`config.mk`:
```
export PLATFORM = sky130hd
export DESIGN_NAME = eesq_top
export DESIGN_NICKNAME = d
export VERILOG_FILES = /design/src/design/eesq_pkg.sv /design/src/design/eesq_top.sv /design/src/design/eesq_shift.sv
export SDC_FILE = /design/constraint.sdc
export NUM_CORES = 1
export LEC_CHECK = 0
export BUFFER_PORTS_ARGS = -buffer_cell sky130_fd_sc_hd__buf_2
export CAP_MARGIN = 10
export CORE_MARGIN = 1
export CORE_UTILIZATION = 45
export CTS_CLUSTER_SIZE = 10
export DETAILED_ROUTE_END_ITERATION = 8
export PLACE_DENSITY_LB_ADDON = 0.2
export SYNTH_ARGS = -nofsm -noshare
export SYNTH_HDL_FRONTEND = slang
export SYNTH_SLANG_ARGS = --single-unit
```
`constraint.sdc`:
```
create_clock -name clk -period 3.5 [get_ports clk]
set_clock_uncertainty 0.2 [all_clocks]
set_input_delay 0.525 -clock clk [delete_from_list [all_inputs] [get_ports clk]]
set_output_delay 0.525 -clock clk [all_outputs]
set_load 0.02 [all_outputs]
```
`src/design/eesq_pkg.sv`:
```
package eesq_pkg;
  localparam int CLK_FREQ_HZ = 50_000_000;
  localparam int SK_FREQ_HZ = 1_000_000;
  localparam int SK_HALF_CYC =
    (CLK_FREQ_HZ + 2 * SK_FREQ_HZ - 1) / (2 * SK_FREQ_HZ);
  localparam int TIMEOUT_MS = 30;
  localparam int TIMEOUT_CYC = TIMEOUT_MS * (CLK_FREQ_HZ / 1000);
  localparam int GAP_CYC = SK_HALF_CYC;
  localparam int CNT_W = 21;
  localparam int FRAME_W = 19;
  localparam int STATION_BYTES = 6;
  localparam logic [4:0] SK_HALF_M1 = 5'(SK_HALF_CYC - 1);
  localparam logic [4:0] HDR_LEN = 5'h0b;
  localparam logic [4:0] FULL_LEN = 5'h13;
  localparam logic [4:0] RX_LEN = 5'h08;
  localparam logic [1:0] WOP_READ = 2'h2;
  localparam logic [1:0] WOP_WRITE = 2'h1;
  localparam logic [1:0] WOP_ERASE = 2'h3;
  localparam logic [1:0] WOP_MISC = 2'h0;
  localparam logic [1:0] PFX_ENABLE = 2'h3;
  localparam logic [1:0] PFX_DISABLE = 2'h0;
  localparam logic [1:0] PFX_ERASE_ALL = 2'h2;
  localparam logic [1:0] PFX_WRITE_ALL = 2'h1;
  localparam logic [7:0] DATA_RST = 8'h00;
  localparam logic [7:0] ADDR_RST = 8'h00;

  typedef enum logic [2:0] {
    CMD_READ = 3'h0,
    ERASE_WRITE_DISABLE_CMD = 3'h1,
    ERASE_WRITE_ENABLE_CMD = 3'h2,
    CMD_WRITE = 3'h3,
    WRITE_ALL_CMD = 3'h4,
    CMD_ERASE = 3'h5,
    ERASE_ALL_CMD = 3'h6,
    CMD_RELOAD = 3'h7
  } eesq_cmd_e;

  typedef enum logic [3:0] {
    ST_IDLE = 4'h1,
    ST_SHIFT = 4'h2,
    ST_GAP = 4'h4,
    ST_POLL = 4'h8
  } eesq_state_e;

  typedef struct packed {
    eesq_cmd_e op;
    logic [7:0] eeprom_location_field;
  } eesq_cmd_s;

  typedef struct packed {
    logic cs;
    logic sk;
    logic eeprom_serial_io_out;
    logic eeprom_serial_io_oe;
  } eesq_pins_s;

  typedef struct packed {
    logic busy;
    logic timeout;
    logic addr_loaded;
    logic wr_enabled;
  } eesq_stat_s;

  typedef struct packed {
    logic [FRAME_W-1:0] bits;
    logic [4:0] len;
    logic rx;
  } eesq_frame_s;

  typedef struct packed {
    logic active;
    logic done;
    logic sk;
    logic dout;
    logic oe;
    logic rxf;
    logic [4:0] len;
    logic [4:0] bitn;
    logic [4:0] cnt;
    logic [FRAME_W-1:0] sh;
    logic [7:0] rx;
  } eesq_shift_s;

  typedef struct packed {
    eesq_state_e st;
    eesq_cmd_e op;
    logic [7:0] addr;
    logic [7:0] eeprom_byte_register;
    eesq_frame_s frame;
    logic sh_start;
    eesq_pins_s pins;
    eesq_stat_s stat;
    logic boot;
    logic reload;
    logic poll;
    logic [2:0] ridx;
    logic [47:0] station;
    logic [CNT_W-1:0] cnt;
  } eesq_top_s;

  localparam eesq_top_s TOP_RST = '{st: ST_IDLE, op: CMD_READ,
    addr: ADDR_RST, eeprom_byte_register: DATA_RST, boot: 1'b1,
    stat: '{busy: 1'b1, default: 1'b0}, default: '0};
endpackage

```
`src/design/eesq_top.sv`:
```
// Summary of operation
// - enable command keeps erase/write allowed until disable command.
// - write command stores data byte at the addressed location.
// - write-all command writes data byte into every location.
// - erase-all command starts a bulk erase of the whole array.
// - no ready within 30 ms: abandon, go idle, set sticky time-out.
// - address-loaded flag sets after a boot load or reload whose signature byte matches; write one clears.
// - location field is 8 bits, a byte address for the operation.
// - data byte holds last byte read or byte to be written.
`timescale 1ns/10ps
module eesq_top #(
  parameter int TIMEOUT_CYCLES = eesq_pkg::TIMEOUT_CYC
) (
  // clock and reset
  input wire logic clk,
  input wire logic resetn,
  // host command and data
  input wire logic cmd_valid,
  input wire eesq_pkg::eesq_cmd_s cmd,
  input wire logic data_wr,
  input wire logic [7:0] data_wdata,
  input wire logic clr_timeout,
  input wire logic clr_addr_loaded,
  // host status
  output eesq_pkg::eesq_stat_s status,
  output logic [7:0] data_rdata,
  output logic [47:0] station_addr,
  // eeprom pins
  output eesq_pkg::eesq_pins_s pins,
  input wire logic eeprom_serial_io_in
);
  import eesq_pkg::*;

  localparam logic [CNT_W-1:0] TMO_M1 = CNT_W'(TIMEOUT_CYCLES - 1);
  localparam logic [CNT_W-1:0] GAP_M1 = CNT_W'(GAP_CYC - 1);
  localparam logic [7:0] STATION_SIG = 8'ha5;

  eesq_top_s s_reg;
  eesq_top_s s_next;
  logic sh_done;
  logic [7:0] sh_rx;
  logic sh_sk;
  logic sh_dout;
  logic sh_oe;

  function automatic eesq_frame_s frame_of(eesq_cmd_e op,
    logic [7:0] a, logic [7:0] d);
    eesq_frame_s f;
    f.len = HDR_LEN;
    f.rx = 1'b0;
    f.bits = {1'b1, WOP_MISC, a, d};
    unique case (op)
      CMD_READ, CMD_RELOAD:
      begin
        f.bits = {1'b1, WOP_READ, a, 8'h00};
        f.rx = 1'b1;
      end
      ERASE_WRITE_DISABLE_CMD:
        f.bits = {1'b1, WOP_MISC, PFX_DISABLE, 6'h00, 8'h00};
      ERASE_WRITE_ENABLE_CMD:
        f.bits = {1'b1, WOP_MISC, PFX_ENABLE, 6'h00, 8'h00};
      CMD_WRITE:
      begin
        f.bits = {1'b1, WOP_WRITE, a, d};
        f.len = FULL_LEN;
      end
      WRITE_ALL_CMD:
      begin
        f.bits = {1'b1, WOP_MISC, PFX_WRITE_ALL, 6'h00, d};
        f.len = FULL_LEN;
      end
      CMD_ERASE: f.bits = {1'b1, WOP_ERASE, a, 8'h00};
      ERASE_ALL_CMD:
        f.bits = {1'b1, WOP_MISC, PFX_ERASE_ALL, 6'h00, 8'h00};
    endcase
    return f;
  endfunction

  function automatic eesq_top_s launch(eesq_top_s t, eesq_cmd_e op,
    logic [7:0] a);
    t.op = op;
    t.addr = a;
    t.frame = frame_of(op, a, t.eeprom_byte_register);
    t.sh_start = 1'b1;
    t.pins.cs = 1'b1;
    t.st = ST_SHIFT;
    t.stat.busy = 1'b1;
    return t;
  endfunction

  always_comb
  begin
    s_next = s_reg;
    s_next.sh_start = 1'b0;
    s_next.pins.sk = sh_sk;
    s_next.pins.eeprom_serial_io_out = sh_dout;
    s_next.pins.eeprom_serial_io_oe = sh_oe;
    // clears first so a same-cycle set wins
    if (clr_timeout)
      s_next.stat.timeout = 1'b0;
    if (clr_addr_loaded)
      s_next.stat.addr_loaded = 1'b0;
    unique case (s_reg.st)
      ST_IDLE:
        if (s_reg.boot)
        begin
          s_next.boot = 1'b0;
          s_next.reload = 1'b1;
          s_next.ridx = 3'h0;
          s_next = launch(s_next, CMD_RELOAD, 8'h00);
        end
        else if (cmd_valid)
        begin
          s_next.reload = (cmd.op == CMD_RELOAD);
          s_next.ridx = 3'h0;
          s_next = launch(s_next, cmd.op, (cmd.op == CMD_RELOAD) ?
            8'h00 : cmd.eeprom_location_field);
        end
        else if (data_wr)
          s_next.eeprom_byte_register = data_wdata;
      ST_SHIFT:
        if (sh_done)
        begin
          s_next.pins.cs = 1'b0;
          s_next.cnt = '0;
          s_next.st = ST_GAP;
          s_next.poll = (s_reg.op == CMD_WRITE) ||
            (s_reg.op == WRITE_ALL_CMD) || (s_reg.op == CMD_ERASE) ||
            (s_reg.op == ERASE_ALL_CMD);
          if (s_reg.op == ERASE_WRITE_ENABLE_CMD)
            s_next.stat.wr_enabled = 1'b1;
          if (s_reg.op == ERASE_WRITE_DISABLE_CMD)
            s_next.stat.wr_enabled = 1'b0;
          if (s_reg.op == CMD_READ)
            s_next.eeprom_byte_register = sh_rx;
          if (s_reg.op == CMD_RELOAD)
          begin
            s_next.ridx = s_reg.ridx + 3'h1;
            if (s_reg.ridx == 3'h0)
            begin
              if (sh_rx != STATION_SIG)
                s_next.reload = 1'b0;
            end
            else
              s_next.station[{s_reg.ridx - 3'h1, 3'h0} +: 8] = sh_rx;
            if (s_reg.ridx == 3'(STATION_BYTES))
            begin
              s_next.reload = 1'b0;
              s_next.stat.addr_loaded = 1'b1;
            end
          end
        end
      ST_GAP:
        if (s_reg.cnt == GAP_M1)
        begin
          if (s_reg.poll)
          begin
            s_next.st = ST_POLL;
            s_next.pins.cs = 1'b1;
            s_next.cnt = '0;
          end
          else if (s_reg.reload)
            s_next = launch(s_next, CMD_RELOAD, {5'h00, s_reg.ridx});
          else
          begin
            s_next.st = ST_IDLE;
            s_next.stat.busy = 1'b0;
          end
        end
        else
          s_next.cnt = s_reg.cnt + CNT_W'(1);
      ST_POLL:
        if (eeprom_serial_io_in)
        begin
          s_next.pins.cs = 1'b0;
          s_next.poll = 1'b0;
          s_next.cnt = '0;
          s_next.st = ST_GAP;
        end
        else if (s_reg.cnt == TMO_M1)
        begin
          s_next.stat.timeout = 1'b1;
          s_next.pins.cs = 1'b0;
          s_next.poll = 1'b0;
          s_next.st = ST_IDLE;
          s_next.stat.busy = 1'b0;
        end
        else
          s_next.cnt = s_reg.cnt + CNT_W'(1);
      default: s_next.st = ST_IDLE;
    endcase
  end

  always_ff @(posedge clk or negedge resetn)
  begin
    if (!resetn)
      s_reg <= TOP_RST;
    else
      s_reg <= s_next;
  end

  eesq_shift u_shift (
    .clk(clk),
    .resetn(resetn),
    .start(s_reg.sh_start),
    .frame(s_reg.frame),
    .done(sh_done),
    .rx(sh_rx),
    .din(eeprom_serial_io_in),
    .sk(sh_sk),
    .dout(sh_dout),
    .oe(sh_oe)
  );

  assign status = s_reg.stat;
  assign data_rdata = s_reg.eeprom_byte_register;
  assign station_addr = s_reg.station;
  assign pins = s_reg.pins;
endmodule

```
`src/design/eesq_shift.sv`:
```
`timescale 1ns/10ps
module eesq_shift (
  // clock and reset
  input wire logic clk,
  input wire logic resetn,
  // frame request
  input wire logic start,
  input wire eesq_pkg::eesq_frame_s frame,
  output logic done,
  output logic [7:0] rx,
  // serial pins
  input wire logic din,
  output logic sk,
  output logic dout,
  output logic oe
);
  import eesq_pkg::*;

  eesq_shift_s s_reg;
  eesq_shift_s s_next;
  logic rx_ph;
  logic [4:0] last;

  assign rx_ph = s_reg.rxf && (s_reg.bitn >= s_reg.len);
  assign last = s_reg.len + (s_reg.rxf ? RX_LEN : 5'h00) - 5'h01;

  // msb first, data driven on low phase, sampled on rising sk
  always_comb
  begin
    s_next = s_reg;
    s_next.done = 1'b0;
    if (!s_reg.active)
    begin
      if (start)
      begin
        s_next.active = 1'b1;
        s_next.sh = frame.bits;
        s_next.len = frame.len;
        s_next.rxf = frame.rx;
        s_next.bitn = 5'h00;
        s_next.cnt = 5'h00;
        s_next.sk = 1'b0;
        s_next.oe = 1'b1;
        s_next.dout = frame.bits[FRAME_W-1];
      end
    end
    else if (s_reg.cnt != SK_HALF_M1)
      s_next.cnt = s_reg.cnt + 5'h01;
    else
    begin
      s_next.cnt = 5'h00;
      s_next.sk = !s_reg.sk;
      if (!s_reg.sk)
      begin
        if (rx_ph)
          s_next.rx = {s_reg.rx[6:0], din};
      end
      else if (s_reg.bitn == last)
      begin
        s_next.active = 1'b0;
        s_next.done = 1'b1;
        s_next.oe = 1'b0;
        s_next.dout = 1'b0;
      end
      else
      begin
        s_next.bitn = s_reg.bitn + 5'h01;
        s_next.sh = {s_reg.sh[FRAME_W-2:0], 1'b0};
        s_next.dout = s_reg.sh[FRAME_W-2];
        s_next.oe = !(s_reg.rxf && (s_next.bitn >= s_reg.len));
      end
    end
  end

  always_ff @(posedge clk or negedge resetn)
  begin
    if (!resetn)
      s_reg <= '0;
    else
      s_reg <= s_next;
  end

  assign done = s_reg.done;
  assign rx = s_reg.rx;
  assign sk = s_reg.sk;
  assign dout = s_reg.dout;
  assign oe = s_reg.oe;
endmodule

```
# After elaboration in Yosys (flattened, before gate mapping)
# Index checks and enable logic that the tools add are counted.
[classes]
shifts = 2
magnitude_cmp = 2
n_addsub = 8
n_eq_ne = 45
reduce_logical = 36
mux = 80
n_bitwise = 6
[ops]
columns = ["cell", "n"]
rows = [
  ["case mux 51 bit (3 select lines)", 1],
  ["case mux 19 bit (7 select lines)", 1],
  ["two-way mux 132 bit", 1],
  ["two-way mux 111 bit", 1],
  ["two-way mux 109 bit", 1],
  ["two-way mux 21 bit", 4],
  ["case mux 21 bit (4 select lines)", 1],
  ["two-way mux 74 bit", 1],
  ["two-way mux 61 bit", 1],
  ["two-way mux 8 bit", 7],
  ["case mux 26 bit (2 select lines)", 1],
  ["two-way mux 51 bit", 1],
  ["two-way mux 49 bit", 1],
  ["bitwise mux 48 bit", 1],
  ["two-way mux 48 bit", 1],
  ["variable shift 8 x 8 -> 48 bit (first input constant)", 1],
  ["variable part select 8 x 8 -> 48 bit", 1],
  ["two-way mux 45 bit", 1],
  ["two-way mux 19 bit", 2],
  ["two-way mux 38 bit", 1],
  ["two-way mux 5 bit", 6],
  ["two-way mux 29 bit", 1],
  ["equality test 3 bit (second input constant)", 9],
  ["two-way mux 27 bit", 1],
  ["50 further kinds", 132],
]
[word_totals]
register_bits = 171
in_bits = 26
output_inout_bits = 64
elab_cells = 211

# Longest topological paths before layout
# Gate-level depths: netlist of run 1.
[logic_depth]
ltp_word = 8
ltp_mapped = 11
mapped_depth_nobuf = 10

# Cells and area by module
# From an unflattened synthesis of run 1, not the netlist that was laid out.
[hier_totals]
hier_cells = 929
area_unflattened_um2 = 8979.9
[modules_own_cells]
columns = ["mod", "seq_area_each_um2", "cells_each", "area_per_inst_um2", "n_inst"]
rows = [
  ["eesq_top", 3031.7, 699, 6389.9, 1],
  ["eesq_shift", 1176.1, 230, 2590.0, 1],
]

# Worst setup path before layout of run 1
# Ideal clock, no wire load.
[synth_path]
path_type = "register to register"
start = "register s_reg[69] in the netlist's numbering"
end = "register s_reg, in the netlist station_addr[6]"
setup_time_ns = 0.130
slack_ns = 0.985
synth_period_minus_slack_ns = 2.515
n_path_buf = 1
path_stages_with_launch = 9
t_arrival_ns = 2.185
cell_sequence = "dfrtp_1 > inv_1 > ha_1 > ha_1 > ha_1 > nand4b_1 > clkbuf_1 > nand2_1 > o21ai_1"
[synth_between]
elab_chain_cells = 8
word_cells_on_any_way = 12
[synth_lines]
columns = ["element", "line", "source"]
rows = [
  ["from (decl)", "eesq_top.sv:38", "eesq_top_s s_reg;"],
  ["from (signal assigned)", "eesq_top.sv:199", "s_reg <= s_next;"],
  ["subtractor 3 x 1 -> 3 bit", "eesq_top.sv:145", "s_next.station[{s_reg.ridx - 3'h1, 3'h0} +: 8] = sh_rx;"],
  ["negator 6 -> 8 bit", "eesq_top.sv:145", ""],
  ["variable part select 8 x 8 -> 48 bit / variable shift 8 x 8 -> 48 bit (equally long branches)", "eesq_top.sv:145", ""],
  ["bitwise mux 48 bit", "eesq_top.sv:145", ""],
  ["two-way mux 48 bit", "eesq_top.sv:139", "if (s_reg.ridx == 3'h0)"],
  ["two-way mux 51 bit", "eesq_top.sv:136", "if (s_reg.op == CMD_RELOAD)"],
  ["two-way mux 74 bit", "eesq_top.sv:122", "if (sh_done)"],
  ["case mux 51 bit (3 select lines)", "eesq_top.sv:103", "unique case (s_reg.st)"],
]
# Parallel ways exist; a longest one is shown, timed or not. The select of a mux whose other input is x is not followed.
# A chain may end at the register's enable or synchronous reset.

# Final worst setup path of run 1
[layout_path]
start = "register s_reg[69] in the netlist's numbering"
end = "register s_reg, in the netlist station_addr[7]"
# The elaborated chain is that of the path after synthesis.

==> results of run 1 <==
## cell usage in the layout (no fill, tap or decap), drive strengths merged, types with 3 or more instances in the layout
cell and count:
a21o 7, a21oi 42, a22o 18, a22oi 5, a2bb2oi 4, a31oi 10, and2 4, and3 5
buf 112, clkbuf 17, clkinv 6, dfrtp 163, dfstp 3, ha 24, inv 36, mux2 8
nand2 166, nand2b 12, nand3 33, nand4 7, nor2 66, nor2b 7, nor3 12, nor4 10
nor4b 7, o211ai 4, o21ai 111, o22ai 4, o31ai 10, or2 3, xnor2 7, xor2 6
## final cells by class
class                   instances  area, µm²  share of cell area, %
clock buffers                  17        425                   4.54
clock inverters                15        159                   1.69
inverters                      28        105                   1.12
multi-input cells             627       3600                   38.4
flip-flops and latches        166       4160                   44.3
well taps                     229        287                   3.06
repair buffers                113        647                   6.90
## per-stage QoR
step | cells | total power [mW] | setup WS [ps]
2_1_floorplan | 923 | 3.62 | 985
3_3_place_gp | 1162 | 3.93 | 636
3_5_place_dp | 1162 | 3.95 | 574
4_1_cts | 1195 | 5.82 | 560
5_1_grt | 1195 | 6.12 | 317
6_report | 1195 | 5.74 | 548
## power breakdown
part	switching (mW)	total, mW	internal, mW
logic	0.726	1.28	0.550
clock network	0.882	1.84	0.953
registers	0.311	2.63	2.32
total	1.92	5.74	3.83
## metal layers
metal / vias to the layer above / GRT usage [%] / wire length [µm]
met5: - / 0 / 0
met4: 0 / 6.90 / 299
met3: 23 / 4.30 / 923
met2: 137 / 34.8 / 9280
met1: 3131 / 29.1 / 9180
li1: 3230 / - / -
## worst max path at each step
stage | start | to | depth (start not counted)
floorplan | s_reg[69] | station_addr[6] | 8
global placement | s_reg[69] | station_addr[4] | 7
detailed placement | s_reg[69] | station_addr[7] | 7
CTS | s_reg[69] | station_addr[7] | 7
global route | s_reg[69] | station_addr[5] | 7
finish | s_reg[69] | station_addr[7] | 7
## logic make-up (layout without fill, tap and decap cells)
group,after synthesis,in the layout,synth area share (%)
and+or+nand+nor,344,344,19.1
adders and majority gates,24,24,3.53
DFF,166,166,48.9
AOI/OAI and AO/OA,237,237,17.2
muxes,9,9,1.18
buffers and inverters,130,173,8.87
xor gates and xnor gates,13,13,1.34
## what timing repair did
| item | 4_1_cts | 5_1_grt |
|---|---|---|
| buffers inserted | 0 | 0 |
| resized for setup | 0 | 0 |
| hold endpoints to repair | 65 | 0 |
| hold buffers | 1 | 0 |
| setup endpoints to repair | 0 | 0 |
==> impl_metrics.toml, run 1 <==
[final_layout]
area_growth_syn_to_layout_pct = 10.2
fillers = 1704
drive_above_1_share_pct = 18.5
postLayoutCoreUtil_pct = 51.3
design_area_um2 = 9380
largest_reg_flops = 57
num_antenna_cells = 0
nNetsFinal = 1003

[floorplan]
rows = 49
die_w_um = 140
ios = 90
die_area_um2 = 19500
floorplan.initialDensity_pct = 46.6
core_region_area_um2 = 18300
fp.dieH_um = 140

[clock_network]
cts_inserted_buffers = 17
path_clk_slew_ps = 70
cts_tree = "yes"
cts_sinks = 166
clockBufferDepth = 2
ctsRootBufferMaster = "clkbuf_16"
insertion_delay_ps = 440
h-tree-depth = 4

[grt]
grt_pass1_vias = 6265
grt_max_degree = 70
grt_pass1_wl_um = 32900
antenna_found_initial = 0
overflow = 0
track_usage_pct = 21.5

[sta]
finalHoldViolCount = 0
timing.fmax_mhz = 339
final_max_slew_viol_count = 0
setup_viol = 0
fin_tns_setup_ps = 0
min_period_ps = 2950
period_share_pct = 84.3
tightest_slew_ps = 1110
fin_hold_ws_ps = 63.2
max-slew-margin-rel_pct = 25.6
rsz0062_at_grt = "no"

[critical_path]
path_delay_family = "adder cells"
r2r-start = "s_reg[69]"
critPathBufInv = 1
critPathLaunchType = "flip-flop"
cp.required_ps = 3610
path_cells = "inv_1 > ha_1 > ha_1 > ha_1 > nand4b_1 > nand2_1 > o21ai_1"
crit_slowest_cell = "nand4b_1"
path_max_fanout = 16
crit_top_cell = "ha_1"
slowest_delay_ps = 610
cp-end-kind = "flip-flop"
r2r_end = "station_addr[7]"
crit_arrival_ps = 3060
reg2reg_depth = 7
reg2reg_setup_slack_ps = 550
crit_type = "reg2reg"

[logic_synthesis]
synth_area_leaders = "dfrtp_1 (48%), nand2_1 (7.3%), buf_4 (5.9%)"
synth_seq_cells = 166
post-synth-top-area-fraction_pct = 47.9
synthCells = 923
yosysWarnings = 0
async_reset_ff_share_pct = 100
synth_edf_count = 0
synth_largest_area_cell = "dfrtp_1"
yosysMostFrequentCell = "nand2_1"
syn_nets = 973
yosysUniqueCellTypes = 69
synth_common_cells = "nand2_1 (166), dfrtp_1 (163), buf_4 (67)"
synthFlopType = "dfrtp_1"
seq_area_frac_synth_pct = 48.9
avgSynthCellArea_um2 = 9.22
syn-cell-area_um2 = 8510

[detailed_routing]
vias = 6521
viasPerCell = 5.46
routed_wl_um = 19700
drtIter0Drc = 392
dr.pass1.iters = 5
wl_per_cell_um = 16.5
drc = 0
ant_nets = 0

[run]
max_cap_viol_count = 0

[hold_path]
whs_endpoint = "status[1]"
worstHoldStart = "clr_addr_loaded"
hold_depth = 2
min_path_type = "in2reg"

[power]
power.density_nw_per_um2 = 612
ir_drop_uv = 359
p_leak_nw = 4.30

[placement]
gp_congestion = 0.807
portBuffers = 89
place_area_um2 = 8780
hpwl_um = 13700

[status]
status = "finished clean"
(Power assumes the default switching activity.)
==> run 2: changes to the inputs <==
==> constraint.sdc (replaced) <==
create_clock -name clk -period 2.5 [get_ports clk]
set_clock_uncertainty 0.2 [all_clocks]
set_input_delay 0.375 -clock clk [delete_from_list [all_inputs] [get_ports clk]]
set_output_delay 0.375 -clock clk [all_outputs]
set_load 0.02 [all_outputs]
==> impl_metrics.toml, run 2 (synthesis results as in run 1) <==
[status]
status = "finished clean"

[grt]
grt_pass1_vias = 6572
track_usage_pct = 22.5
grt_pass1_wl_um = 34500
overflow = 0
antenna_found_initial = 0
grt_max_degree = 66

[floorplan]
floorplan.initialDensity_pct = 46.6
fp.dieH_um = 140
die_area_um2 = 19500
core_region_area_um2 = 18300
ios = 90
rows = 49
die_w_um = 140

[power]
totalPowerFinal_mw = 8.50
clock_power_share_pct = 32.4
combinationalPowerShare_pct = 24.7
seqPwrFrac_pct = 42.8
power.internal_mw = 5.77
p_leak_nw = 4.64
power_switching_share_pct = 32.1
power.density_nw_per_um2 = 848
ir_drop_uv = 510
p_switching_mw = 2.73

[detailed_routing]
vias = 6750
ant_nets = 0
wl_per_cell_um = 16.5
routed_wl_um = 20600
drc = 0
viasPerCell = 5.40
dr.pass1.iters = 5
drtIter0Drc = 411

[sta]
timing.fmax_mhz = 417
max-slew-margin-rel_pct = 53.2
rsz0062_at_grt = "yes"
tightest_slew_ps = 694
min_period_ps = 2400
final_max_slew_viol_count = 0
setup_ws_ps = 99.1
setup_viol = 0
finalHoldViolCount = 0
period_share_pct = 96.0
fin_hold_ws_ps = 114

[clock_network]
h-tree-depth = 4
insertion_delay_ps = 430
cts_sinks = 166
cts_inserted_buffers = 17
cts_tree = "yes"
path_clk_slew_ps = 60
clockBufferDepth = 2
ctsRootBufferMaster = "clkbuf_16"

[final_layout]
fillers = 1654
num_antenna_cells = 0
area_growth_syn_to_layout_pct = 17.9
final_common_cell = "nand2_1"
largest_reg_flops = 57
nNetsFinal = 1059
drive_above_1_share_pct = 22.7
layout_common_cells = "nand2_1 (164), dfrtp_1 (162), buf_2 (88)"

[critical_path]
cp.required_ps = 2610
crit_type = "reg2reg"
cp-end-kind = "flip-flop"
crit_arrival_ps = 2510
reg2reg_setup_slack_ps = 100
path_max_fanout = 8
critPathLaunchType = "flip-flop"

[run]
max_cap_viol_count = 0

[placement]
portBuffers = 89
pre_cts_ws_ps = -130
hpwl_um = 14200
gp_congestion = 0.827

[hold_path]
min_path_type = "in2reg"
run 2: cell types whose count changed in the layout (fill, tap and decap cells not counted), sizes merged:
cell,previous run,this run
clkinv,6,3
dlygate4sd3,1,17
nand4,7,8
clkinvlp,1,4
inv,36,33
bufinv,0,3
buf,112,151
run 2: power by group through the flow:
| stage | sequential [mW] | combinational [mW] | clock (mW) |
|---|---|---|---|
| 6_report | 3.64 | 2.10 | 2.76 |
| 3_3_place_gp | 3.66 | 1.97 | 0 |
| 4_1_cts | 3.63 | 2.05 | 2.82 |
| 2_1_floorplan | 3.57 | 1.49 | 0 |
| 3_5_place_dp | 3.67 | 2.01 | 0 |
| 5_1_grt | 3.72 | 2.35 | 2.93 |
run 2: timing repair:
| item | 4_1_cts | 5_1_grt |
|---|---|---|
| gates resized for setup | 2 | 21 |
| pin swaps | 0 | 2 |
| endpoints found under the setup margin | 16 | 105 |
| cloned | 0 | 1 |
| hold buffers | 17 | 0 |
| hold endpoints to repair | 60 | 0 |
| buffers inserted | 0 | 1 |
run 2: critical path, cell delays in order (launching register included):
cell and delay, ps:
dfrtp_1 410, ha_1 300, nand2b_1 110, a211o_1 120, a21o_1 110, a21oi_1 90
nor4_4 520, mux2_2 420
run 2: path summary, 6_finish.rpt:
check                                     to  cells after the start                start
hold reg to reg                      pins[1]                      0         u_shift.dout
min in group asynchronous  u_shift.s_reg[35]                      2               resetn
max in group asynchronous         s_reg[128]                      3               resetn
setup / recovery               u_shift.rx[1]                      7    u_shift.s_reg[38]
setup reg to reg               u_shift.rx[1]                      7    u_shift.s_reg[38]
hold / removal                 u_shift.rx[0]                      2  eeprom_serial_io_in
run 2: metal layers:
metal | share of wire (%) | GRT usage (%) | vias up | wire (µm)
li1 | - | - | 3340 | -
met1 | 48 | 31.1 | 3264 | 9880
met2 | 47 | 35.9 | 122 | 9770
met3 | 3.3 | 4.13 | 24 | 675
met4 | 1.4 | 6.96 | 0 | 282
met5 | 0 | 0 | - | 0
run 2: area by class of cell:
cell class                 instances  area, µm²  area share, %
sequential                       166       4160           41.5
multi-input combinational        628       3710           37.0
timing repair buffer             168       1150           11.5
clock buffer                      17        425           4.24
tap                              229        287           2.86
clock inverter                    15        194           1.93
inverter                          28        105           1.05
run 2: through the flow:
stage	instance area [µm²]	TNS (ps)	cells	utilization (%)
2_1_floorplan	8510	0	923	-
3_3_place_gp	9120	-857	1200	49.9
3_5_place_dp	9120	-1050	1200	49.9
4_1_cts	9930	0	1249	54.3
5_1_grt	10000	-237	1251	54.9
6_report	10000	0	1251	54.9
